<file path="config.mk">
export PLATFORM = sky130hd
export DESIGN_NAME = lsba_align
export DESIGN_NICKNAME = d
export VERILOG_FILES = /design/src/rtl/lsba_pkg.sv /design/src/rtl/lsba_align.sv
export VERILOG_INCLUDE_DIRS = /design/src /design/src/rtl
export SDC_FILE = /design/constraint.sdc
export NUM_CORES = 1
export LEC_CHECK = 0
export ABC_AREA = 1
export BUFFER_PORTS_ARGS = -buffer_cell sky130_fd_sc_hd__buf_2
export CORE_ASPECT_RATIO = 1.5
export CORE_UTILIZATION = 54
export CTS_CLUSTER_DIAMETER = 150
export DETAILED_ROUTE_END_ITERATION = 7
export PLACE_DENSITY = 0.85
export REMOVE_ABC_BUFFERS = 1
export SLEW_MARGIN = 10
export SYNTH_ARGS = -nofsm -noshare
export SYNTH_HDL_FRONTEND = slang
export SYNTH_SLANG_ARGS = --single-unit
export TNS_END_PERCENT = 1
</file>
<file path="constraint.sdc">
create_clock -name i_ref_clk -period 2.2 [get_ports i_ref_clk]
set_clock_uncertainty 0.2 [all_clocks]
set_input_delay 0.11 -clock i_ref_clk [delete_from_list [all_inputs] [get_ports i_ref_clk]]
set_output_delay 0.11 -clock i_ref_clk [all_outputs]
set_load 0.01 [all_outputs]
</file>
<file path="src/rtl/lsba_defs.svh">
// Constants of the load/store byte lane alignment datapath.
`ifndef LSBA_DEFS_SVH
`define LSBA_DEFS_SVH
`define LSBA_DATA_W 32
`define LSBA_OFS_W 16
`define LSBA_REG_W 5
`define LSBA_LANES 4
`define LSBA_BE_NONE 4'hf
`define LSBA_BE_ALL 4'h0
`define LSBA_MASK_BYTE 4'h1
`define LSBA_MASK_HALF 4'h3
`define LSBA_MASK_FULL 4'hf
`define LSBA_HALF_SWAP 2'h2
`define LSBA_RST_WORD 32'h0000_0000
`define LSBA_RST_REG 5'h00
`define LSBA_LOAD_LAT 2
`endif

</file>
<file path="src/rtl/lsba_pkg.sv">
// Types shared by the load/store byte lane alignment datapath.
package lsba_pkg;
  // Operation codes of the load/store unit.
  typedef enum logic [3:0] {
    load_byte_signed = 4'h0,
    load_byte_unsigned = 4'h1,
    load_half_signed = 4'h2,
    load_half_unsigned = 4'h3,
    load_word_full = 4'h4,
    load_word_left_part = 4'h5,
    load_word_right_part = 4'h6,
    store_byte_op = 4'h8,
    store_half_op = 4'h9,
    store_word_full = 4'ha,
    store_word_left_part = 4'hb,
    store_word_right_part = 4'hc,
    op_none = 4'hf
  } lsba_op_type;
  // Transfer size, coded as byte count minus one.
  typedef enum logic [1:0] {
    size_byte = 2'h0,
    size_half = 2'h1,
    size_tri = 2'h2,
    size_word = 2'h3
  } lsba_size_type;
  // Request from the pipeline.
  typedef struct packed {
    logic valid;
    lsba_op_type op;
    logic [31:0] base;
    logic [15:0] offset;
    logic [31:0] data_reg;
    logic [4:0] dest;
  } lsba_req_type;
  // Access presented to the memory bus interface.
  typedef struct packed {
    logic valid;
    logic write;
    lsba_size_type size;
    logic [31:0] addr;
    logic [3:0] byte_enable_lanes_n;
    logic [31:0] wdata;
  } lsba_bus_type;
  // Load result for the register file.
  typedef struct packed {
    logic valid;
    logic [4:0] dest;
    logic [31:0] data;
  } lsba_wb_type;
endpackage
</file>
<file path="src/rtl/lsba_align.sv">
// Load/store address, byte lane and data alignment datapath.
// Functional notes
// - Transfer size decoded from load/store opcode.
// - Address is the effective address, not the lowest byte for left/right.
// - Reverse bit flips user-mode byte order.
// - Little-endian lane enables follow fixed table.
// - Illegal size/offset pairs never reach bus.
// - Four active-low byte enables, one per lane.
// - Address is base plus sign-extended offset.
// - Signed byte/half loads sign-extend.
// - Unsigned byte/half loads zero-extend.
// - Word load writes full word unchanged.
// - Left/right loads align addressed byte.
// - Partial loads keep unloaded register bytes.
// - Stores write low byte, half or word.
// - Store-left shifts right, writes original bytes.
// - Store-right shifts left, writes original bytes.
// - Load result ready second instruction later.
`timescale 1ns/1ps
`include "lsba_defs.svh"

module lsba_align (
  input wire logic i_ref_clk, // 200 MHz clock.
  input wire logic i_rstn, // Asynchronous reset, active low.
  input wire lsba_pkg::lsba_req_type i_req, // Access request.
  input wire logic [31:0] i_reg_old, // Destination value before load.
  input wire logic i_user_mode, // Request comes from user mode.
  input wire logic i_reverse_endian_user, // Reverse user byte order.
  input wire logic i_big_endian, // Kernel byte order is big-endian.
  input wire logic [31:0] i_mem_data, // Read data for bus access.
  output lsba_pkg::lsba_bus_type o_bus, // Registered bus access.
  output logic o_addr_err, // Illegal size/offset pulse.
  output lsba_pkg::lsba_wb_type o_wb // Registered load result.
);
  import lsba_pkg::*;

  // ==========================================================
  // Issue stage
  // ==========================================================
  logic [31:0] ea;
  logic big;
  logic [1:0] ofs;
  logic [1:0] lane;
  logic [1:0] hlane;
  logic is_load;
  logic legal;
  lsba_size_type size;
  logic [3:0] mask;
  logic [31:0] wdata;
  lsba_bus_type next_bus;
  logic next_err;
  lsba_op_type s1_op;
  lsba_op_type next_s1_op;
  logic [1:0] s1_lane;
  logic [1:0] next_s1_lane;
  logic [1:0] s1_hlane;
  logic [1:0] next_s1_hlane;
  logic [4:0] s1_dest;
  logic [4:0] next_s1_dest;
  logic [31:0] s1_old;
  logic [31:0] next_s1_old;

  // Address, byte order, lanes and store data of the new request.
  always_comb begin
    ea = i_req.base + {{16{i_req.offset[15]}}, i_req.offset};
    big = i_big_endian ^ (i_reverse_endian_user & i_user_mode);
    ofs = ea[1:0];
    lane = big ? ~ofs : ofs;
    hlane = ofs ^ (big ? `LSBA_HALF_SWAP : 2'h0);
    is_load = !i_req.op[3];
    legal = 1'b1;
    size = size_word;
    mask = `LSBA_MASK_FULL;
    wdata = i_req.data_reg;
    unique case (i_req.op)
      load_byte_signed, load_byte_unsigned, store_byte_op: begin
        size = size_byte;
        mask = `LSBA_MASK_BYTE << lane;
        wdata = i_req.data_reg << {lane, 3'h0};
      end
      load_half_signed, load_half_unsigned, store_half_op: begin
        size = size_half;
        legal = !ofs[0];
        mask = `LSBA_MASK_HALF << hlane;
        wdata = i_req.data_reg << {hlane, 3'h0};
      end
      load_word_full, store_word_full: begin
        legal = (ofs == 2'h0);
      end
      load_word_left_part, store_word_left_part: begin
        size = lsba_size_type'(lane);
        mask = `LSBA_MASK_FULL >> ~lane;
        wdata = i_req.data_reg >> {~lane, 3'h0};
      end
      load_word_right_part, store_word_right_part: begin
        size = lsba_size_type'(~lane);
        mask = `LSBA_MASK_FULL << lane;
        wdata = i_req.data_reg << {lane, 3'h0};
      end
      default: begin
        legal = 1'b0;
      end
    endcase
    next_err = i_req.valid && !legal;
    next_bus.valid = i_req.valid && legal;
    next_bus.write = !is_load;
    next_bus.size = size;
    next_bus.addr = ea;
    next_bus.byte_enable_lanes_n = next_bus.valid ? ~mask
                                                  : `LSBA_BE_NONE;
    next_bus.wdata = wdata;
    next_s1_op = (next_bus.valid && is_load) ? i_req.op : op_none;
    next_s1_lane = lane;
    next_s1_hlane = hlane;
    next_s1_dest = i_req.dest;
    next_s1_old = i_reg_old;
  end

  // Issue stage registers.
  always_ff @(posedge i_ref_clk or negedge i_rstn) begin
    if (!i_rstn) begin
      o_bus <= '{valid: 1'b0, write: 1'b0, size: size_byte,
                 addr: `LSBA_RST_WORD, byte_enable_lanes_n: `LSBA_BE_NONE,
                 wdata: `LSBA_RST_WORD};
      o_addr_err <= 1'b0;
      s1_op <= op_none;
      s1_lane <= 2'h0;
      s1_hlane <= 2'h0;
      s1_dest <= `LSBA_RST_REG;
      s1_old <= `LSBA_RST_WORD;
    end else begin
      o_bus <= next_bus;
      o_addr_err <= next_err;
      s1_op <= next_s1_op;
      s1_lane <= next_s1_lane;
      s1_hlane <= next_s1_hlane;
      s1_dest <= next_s1_dest;
      s1_old <= next_s1_old;
    end
  end

  // ==========================================================
  // Load alignment stage
  // ==========================================================
  logic [31:0] old_fwd;
  logic [31:0] byte_sh;
  logic [31:0] half_sh;
  logic [31:0] left_sh;
  logic [31:0] right_sh;
  logic [3:0] keep;
  logic [31:0] merged;
  lsba_wb_type next_wb;

  // A partial load right behind a load to the same register merges
  // into the value that the earlier load is just writing back.
  assign old_fwd = (o_wb.valid && o_wb.dest == s1_dest) ? o_wb.data
                                                       : s1_old;

  // Bytes a left or right load keeps from the old register, one flag per lane.
  always_comb begin
    keep = 4'h0;
    if (s1_op == load_word_left_part) begin
      keep = `LSBA_MASK_FULL >> (s1_lane + 2'h1);
      if (s1_lane == 2'h3) begin
        keep = 4'h0;
      end
    end else if (s1_op == load_word_right_part) begin
      keep = ~(`LSBA_MASK_FULL >> s1_lane);
    end
  end

  // Per-lane merge of memory bytes with the old register bytes.
  for (genvar g = 0; g < `LSBA_LANES; g++) begin : g_merge
    assign merged[8*g +: 8] = keep[g] ? old_fwd[8*g +: 8]
                 : (s1_op == load_word_left_part) ? left_sh[8*g +: 8]
                 : right_sh[8*g +: 8];
  end

  // Extension and alignment of the returned word.
  always_comb begin
    byte_sh = i_mem_data >> {s1_lane, 3'h0};
    half_sh = i_mem_data >> {s1_hlane, 3'h0};
    left_sh = i_mem_data << {~s1_lane, 3'h0};
    right_sh = i_mem_data >> {s1_lane, 3'h0};
    next_wb.valid = (s1_op != op_none);
    next_wb.dest = s1_dest;
    next_wb.data = i_mem_data;
    unique case (s1_op)
      load_byte_signed: begin
        next_wb.data = {{24{byte_sh[7]}}, byte_sh[7:0]};
      end
      load_byte_unsigned: begin
        next_wb.data = {24'h0, byte_sh[7:0]};
      end
      load_half_signed: begin
        next_wb.data = {{16{half_sh[15]}}, half_sh[15:0]};
      end
      load_half_unsigned: begin
        next_wb.data = {16'h0, half_sh[15:0]};
      end
      load_word_left_part, load_word_right_part: begin
        next_wb.data = merged;
      end
      default: begin
        next_wb.data = i_mem_data;
      end
    endcase
  end

  // Write-back register, valid two cycles after the request.
  always_ff @(posedge i_ref_clk or negedge i_rstn) begin
    if (!i_rstn) begin
      o_wb <= '{valid: 1'b0, dest: `LSBA_RST_REG, data: `LSBA_RST_WORD};
    end else begin
      o_wb <= next_wb;
    end
  end
endmodule

</file>
After elaboration in Yosys (flattened, before gate mapping)
Cells that the tools add are included.
{"block": "totals", "output_inout_bits": 111, "regBits": 156, "word_cells": 102}
{"block": "classes", "addsub": 2, "shifts": 12, "eq_ne": 23, "reduce_logical": 18, "muxes": 21, "bitwise": 8}
{"op": "32-bit case mux with 5 select lines", "n": 1}
{"op": "32-bit case mux with 3 select lines", "n": 1}
{"op": "32-bit by 5-bit left shift with 32-bit output", "n": 3}
{"op": "8-bit two-way mux", "n": 8}
{"op": "32-bit by 5-bit >> shifter with 32-bit output", "n": 2}
{"op": "32-bit adder", "n": 1}
{"op": "32-bit two-way mux", "n": 1}
{"op": "32-bit by 5-bit >> shifter with 16-bit output", "n": 1}
{"op": "4-bit by 3-bit == test with 1-bit output, second input constant", "n": 5}
{"op": "4-bit == test, second input constant", "n": 5}
{"op": "4-bit two-way mux", "n": 5}
{"op": "4-bit by 2-bit == test with 1-bit output, second input constant", "n": 4}
{"op": "4-bit case mux with 4 select lines", "n": 1}
{"op": "3-bit inequality test, second input constant", "n": 4}
{"op": "4-bit by 2-bit >> shifter with 4-bit output, first input constant", "n": 3}
{"op": "4-bit by 1-bit == test with 1-bit output, second input constant", "n": 2}
{"op": "4-bit zero test", "n": 2}
{"op": "4-bit inverter", "n": 2}
{"op": "2-bit case mux with 4 select lines", "n": 1}
{"op": "2-bit OR reduction", "n": 4}
{"op": "7-bit OR reduction", "n": 1}
{"op": "2-bit inverter", "n": 3}
{"op": "3-bit OR reduction", "n": 2}
{"op": "5-bit == test", "n": 1}
{"op": "15 further kinds", "n": 21}

Logic depth before layout (Yosys ltp)
{"block": "depth", "ltp_word": 8, "depth_mapped": 13, "ltp_nobuf": 13}

Worst setup path after synthesis
No wires, ideal clock.
{"block": "synth_path", "path_kind": "input -> register", "startpoint": "input i_req[37] in the netlist's numbering", "endpoint": "register o_bus[34] in the netlist's numbering", "slack_ps": -52, "stages": 8, "arrival_time_ps": 1973, "path_buffers": 1, "path_cell_list": "ha_1 -> fa_1 -> xor2_1 -> buf_2 -> ha_1 -> nand2_1 -> nand3_1 -> o21ai_0"}
{"element": "start: declaration", "line": "lsba_align.sv:25", "rtl": "input wire lsba_pkg::lsba_req_type i_req,"}
{"element": "end signal: assignment", "line": "lsba_align.sv:122", "rtl": "o_bus <= '{valid: 1'b0, write: 1'b0, size: size_byte,"}
{"element": "end signal: assignment", "line": "lsba_align.sv:132", "rtl": "o_bus <= next_bus;"}
{"element": "end: declaration", "line": "lsba_align.sv:31", "rtl": "output lsba_pkg::lsba_bus_type o_bus,"}

Final worst setup path
{"block": "layout_path", "startpoint": "register o_wb[37] in the netlist's numbering", "endpoint": "register o_wb[25] in the netlist's numbering"}
{"block": "layout_via", "elab_chain_cells": 2}
{"element": "start: declaration", "line": "lsba_align.sv:33", "rtl": "output lsba_pkg::lsba_wb_type o_wb"}
{"element": "start signal: assignment", "line": "lsba_align.sv:213", "rtl": "o_wb <= '{valid: 1'b0, dest: `LSBA_RST_REG, data: `LSBA_RST_WORD};"}
{"element": "start signal: assignment", "line": "lsba_align.sv:215", "rtl": "o_wb <= next_wb;"}
{"element": "1-bit logical AND", "line": "lsba_align.sv:156", "rtl": "assign old_fwd = (o_wb.valid && o_wb.dest == s1_dest) ? o_wb.data"}
{"element": "3-bit inequality test (no line)"}
No other way between the ends.
A chain may end at the register's enable or synchronous reset.

==> impl_metrics.csv <==
group,metric,value,unit
cells_and_area,post-route-util,77.84,%
cells_and_area,drive_gt1_share,21.74,%
yosys,ys_types,44,
global_route,grt_pass1_wl,69820,um
power_and_ir_drop,sw_frac_of_total,36.98,%
detailed_routing,postRouteAntennaNets,0,
global_route,grt_pass1_vias,13541,
setup_path,crit_arrival,2.40,ns
timing,final-max-slew-violation-count,0,
yosys,synthFlopType,"dfrtp_1",
detailed_routing,drc,0,
placement,hpwl,29150,um
clock_network,worstSkewPairLatency,0.45,ns
detailed_routing,wire_per_inst,19.39,um
global_route,antenna_found_initial,2,
run,maxCapViolCount,0,
floorplan,io_pins,270,
clock_network,cts-root-buf,"clkbuf_16",
detailed_routing,via_count,13550,
timing,fin_crit_sh,102.3,%
global_route,grt_overflow_total,0,
cells_and_area,final_common_cell,"nand2_1",
placement,portBuffers,269,
setup_path,critPathMaxStageDelay,0.51,ns
yosys,synth_area_leaders,"dfrtp_1, nand2_1, o21ai_0",
detailed_routing,drtIter0Drc,1468,
yosys,synth_cells,1585,
power_and_ir_drop,p_int,6.328,mW
clock_network,cts_setup_buffers,0,
setup_path,path_class,"register to register",
setup_path,worstPathCellList,"o21ai_0, nor2_1, nand3_2, nor2_1, inv_1, nand2_1, a21oi_1, nor2_1",
power_and_ir_drop,p_clk_share,31.4,%
placement,gp_congestion,1.008,
floorplan,initial_utilization,55.07,%
clock_network,clk_pin_slew_worst_paths,0.07,ns
cells_and_area,multiInputGateArea,5968,um2
timing,setup_viol,6,
timing,layout_setup_ws,-0.05129,ns
global_route,grt_max_degree,56,
power_and_ir_drop,combPwrFrac,35.1,%
floorplan,design.die.area,20110,um2
timing,period_needed,2.251,ns
cells_and_area,final_cell_mix,"nand2_1, buf_2, dlygate4sd3_1",
cells_and_area,fillers,1431,
detailed_routing,routed_wl,45060,um
timing,finalSetupTns,-0.1622,ns
clock_network,cts_tree,"done",
setup_path,critPathLaunchType,"register",
power_and_ir_drop,ir_worst_vdd,0.4919,mV
clock_network,cts_buffer_depth,2,
cells_and_area,syn2layout_area_growth,41.36,%
run_status,outcome,"finished with violations",
cells_and_area,ff_latch_area,3865,um2
timing,worst_pin_slew,0.6530,ns
clock_network,numClockSinks,154,
timing,rsz0062_at_grt,"yes",
cells_and_area,fin_area,14920,um2
floorplan,die_w,116.1,um
power_and_ir_drop,p_switching,3.713,mW
power_and_ir_drop,leakage,7.781,nW
setup_path,worstSetupEndpointType,"register",
setup_path,path_buf_inv,1,
yosys,syn_avg_cell_area,6.657,um2
yosys,synthesis.area,10550,um2
detailed_routing,via_per_inst,5.830,
cells_and_area,final_cells,2324,
setup_path,cp_max_fo,14,
setup_path,cp_common_cell,"nor2_1",
placement,placed_cells,2137,
clock_network,h-tree-depth,4,
cells_and_area,final_nets,2244,
power_and_ir_drop,p_per_area,673.2,nW/um2
setup_path,critPathTopFamily,"simple AND/OR/NAND/NOR gates",
timing,slew_headroom,56.42,%
floorplan,core_area,19160,um2
yosys,synth_edf_count,0,
placement,place_area,12660,um2
yosys,ys_seq_elements,154,
timing,hold_viol,3,
power_and_ir_drop,p_seq_share,33.5,%
floorplan,rows,62,
yosys,async_flop_share,100.0,%
setup_path,critPathRequiredTime,2.35,ns
detailed_routing,drt_first_pass_iters,7,
setup_path,cpMaxStageDelayCell,"dfrtp_1",
run_status,violations,"hold timing, setup timing",
yosys,seq_area_frac_synth,36.62,%
power_and_ir_drop,fin_total_pwr,10.04,mW
placement,pre_cts_slack,-0.08684,ns
clock_network,cts_made_buffers,17,
yosys,yosys.area.top_type,"dfrtp_1",
global_route,track_usage,46.07,%
timing,max_freq,444.2,MHz
worst_hold_path,hold_path.class,"input pin to asynchronous set/reset pin",
floorplan,dieHeight,173.2,um
yosys,post-synth-top-area-fraction,34.63,%
timing,whs,-0.004793,ns
yosys,ys_warn_count,0,
-- synth_stat cells, types with 2 or more instances --
master	count
a31oi_1	5
o21ai_4	2
ha_1	32
dfstp_2	8
o21bai_1	4
nor3_1	8
dfrtp_1	146
buf_1	5
nor2_4	2
nor4_1	3
nor2_1	119
nand2_2	8
a22oi_1	4
inv_4	2
nand3b_1	7
nand3_1	130
buf_4	6
o21a_1	2
clkbuf_1	22
nand2_1	558
xor2_1	22
o21ai_1	4
inv_2	5
a21oi_1	126
o21ai_0	145
o211ai_1	20
buf_2	25
inv_1	138
nand4_1	12
-- power by group through the flow --
stage	Clock (mW)	Combinational [mW]	Sequential, mW
floorplan	0	1.47	3.57
global placement	0	3.01	3.38
detailed placement	0	3.06	3.36
CTS	3.11	3.31	3.33
global route	3.26	3.82	3.39
finish	3.15	3.53	3.36
-- logic make-up after synthesis --
kind of cell             count (synthesis)  share of synthesized area [%]
AND/OR/NAND/NOR                        854                          33.36
flip-flops                             154                          36.62
adder cells (fa/ha/maj)                 33                          3.984
XOR/XNOR                                24                          2.063
AO/OA/AOI/OAI                          316                          16.09
buffers and inverters                  204                          7.886
-- flip-flops by register name, summed over array words and instances, names as in the netlist --
name	cells
o_wb	38
s1_old	32
s1_hlane	2
s1_dest	5
o_addr_err	1
o_bus	71
s1_lane	1
s1_op	4
-- layout make-up --
type / instances / share of cell area [%]
inverters: 145 / 3.708
multi-input cells: 1227 / 40.01
well taps: 256 / 2.147
flip-flops and latches: 154 / 25.91
repair buffers: 507 / 24.09
clock buffers: 19 / 2.970
diodes: 3 / 0.05033
clock inverters: 13 / 1.107
-- what timing repair did --
item	4_1_cts	5_1_grt
hold buffers	152	0
setup endpoints to repair	20	59
endpoints found under the hold margin	298	0
resized for setup	3	33
-- layer usage --
| layer | GRT usage [%] | vias up | share of wire [%] |
|---|---|---|---|
| met5 | 0 | - | 0 |
| met4 | 37.50 | 0 | 9.2 |
| met3 | 15.21 | 288 | 10 |
| met2 | 72.10 | 1001 | 47 |
| met1 | 49.94 | 6163 | 34 |
| li1 | - | 6098 | - |
-- path summary, 6_finish.rpt --
path	start	endpoint	slack (ns)	depth (start not counted)
worst max-delay path	o_wb[37]$_DFF_PN0_	o_wb[25]$_DFFE_PN0P_	-0.05	8
worst min-delay path	i_rstn	o_bus[45]$_DFF_PN0_	-0.005	2
worst max register to register	o_wb[37]$_DFF_PN0_	o_wb[25]$_DFFE_PN0P_	-0.05	8
worst min register to register	s1_dest[1]$_DFF_PN0_	o_wb[33]$_DFF_PN0_	0.20	0
max in group asynchronous	i_rstn	s1_old[27]$_DFF_PN0_	1.18	3
min in group i_ref_clk	i_mem_data[11]	o_wb[11]$_DFFE_PN0P_	0.02	5
(Power assumes the default switching activity.)
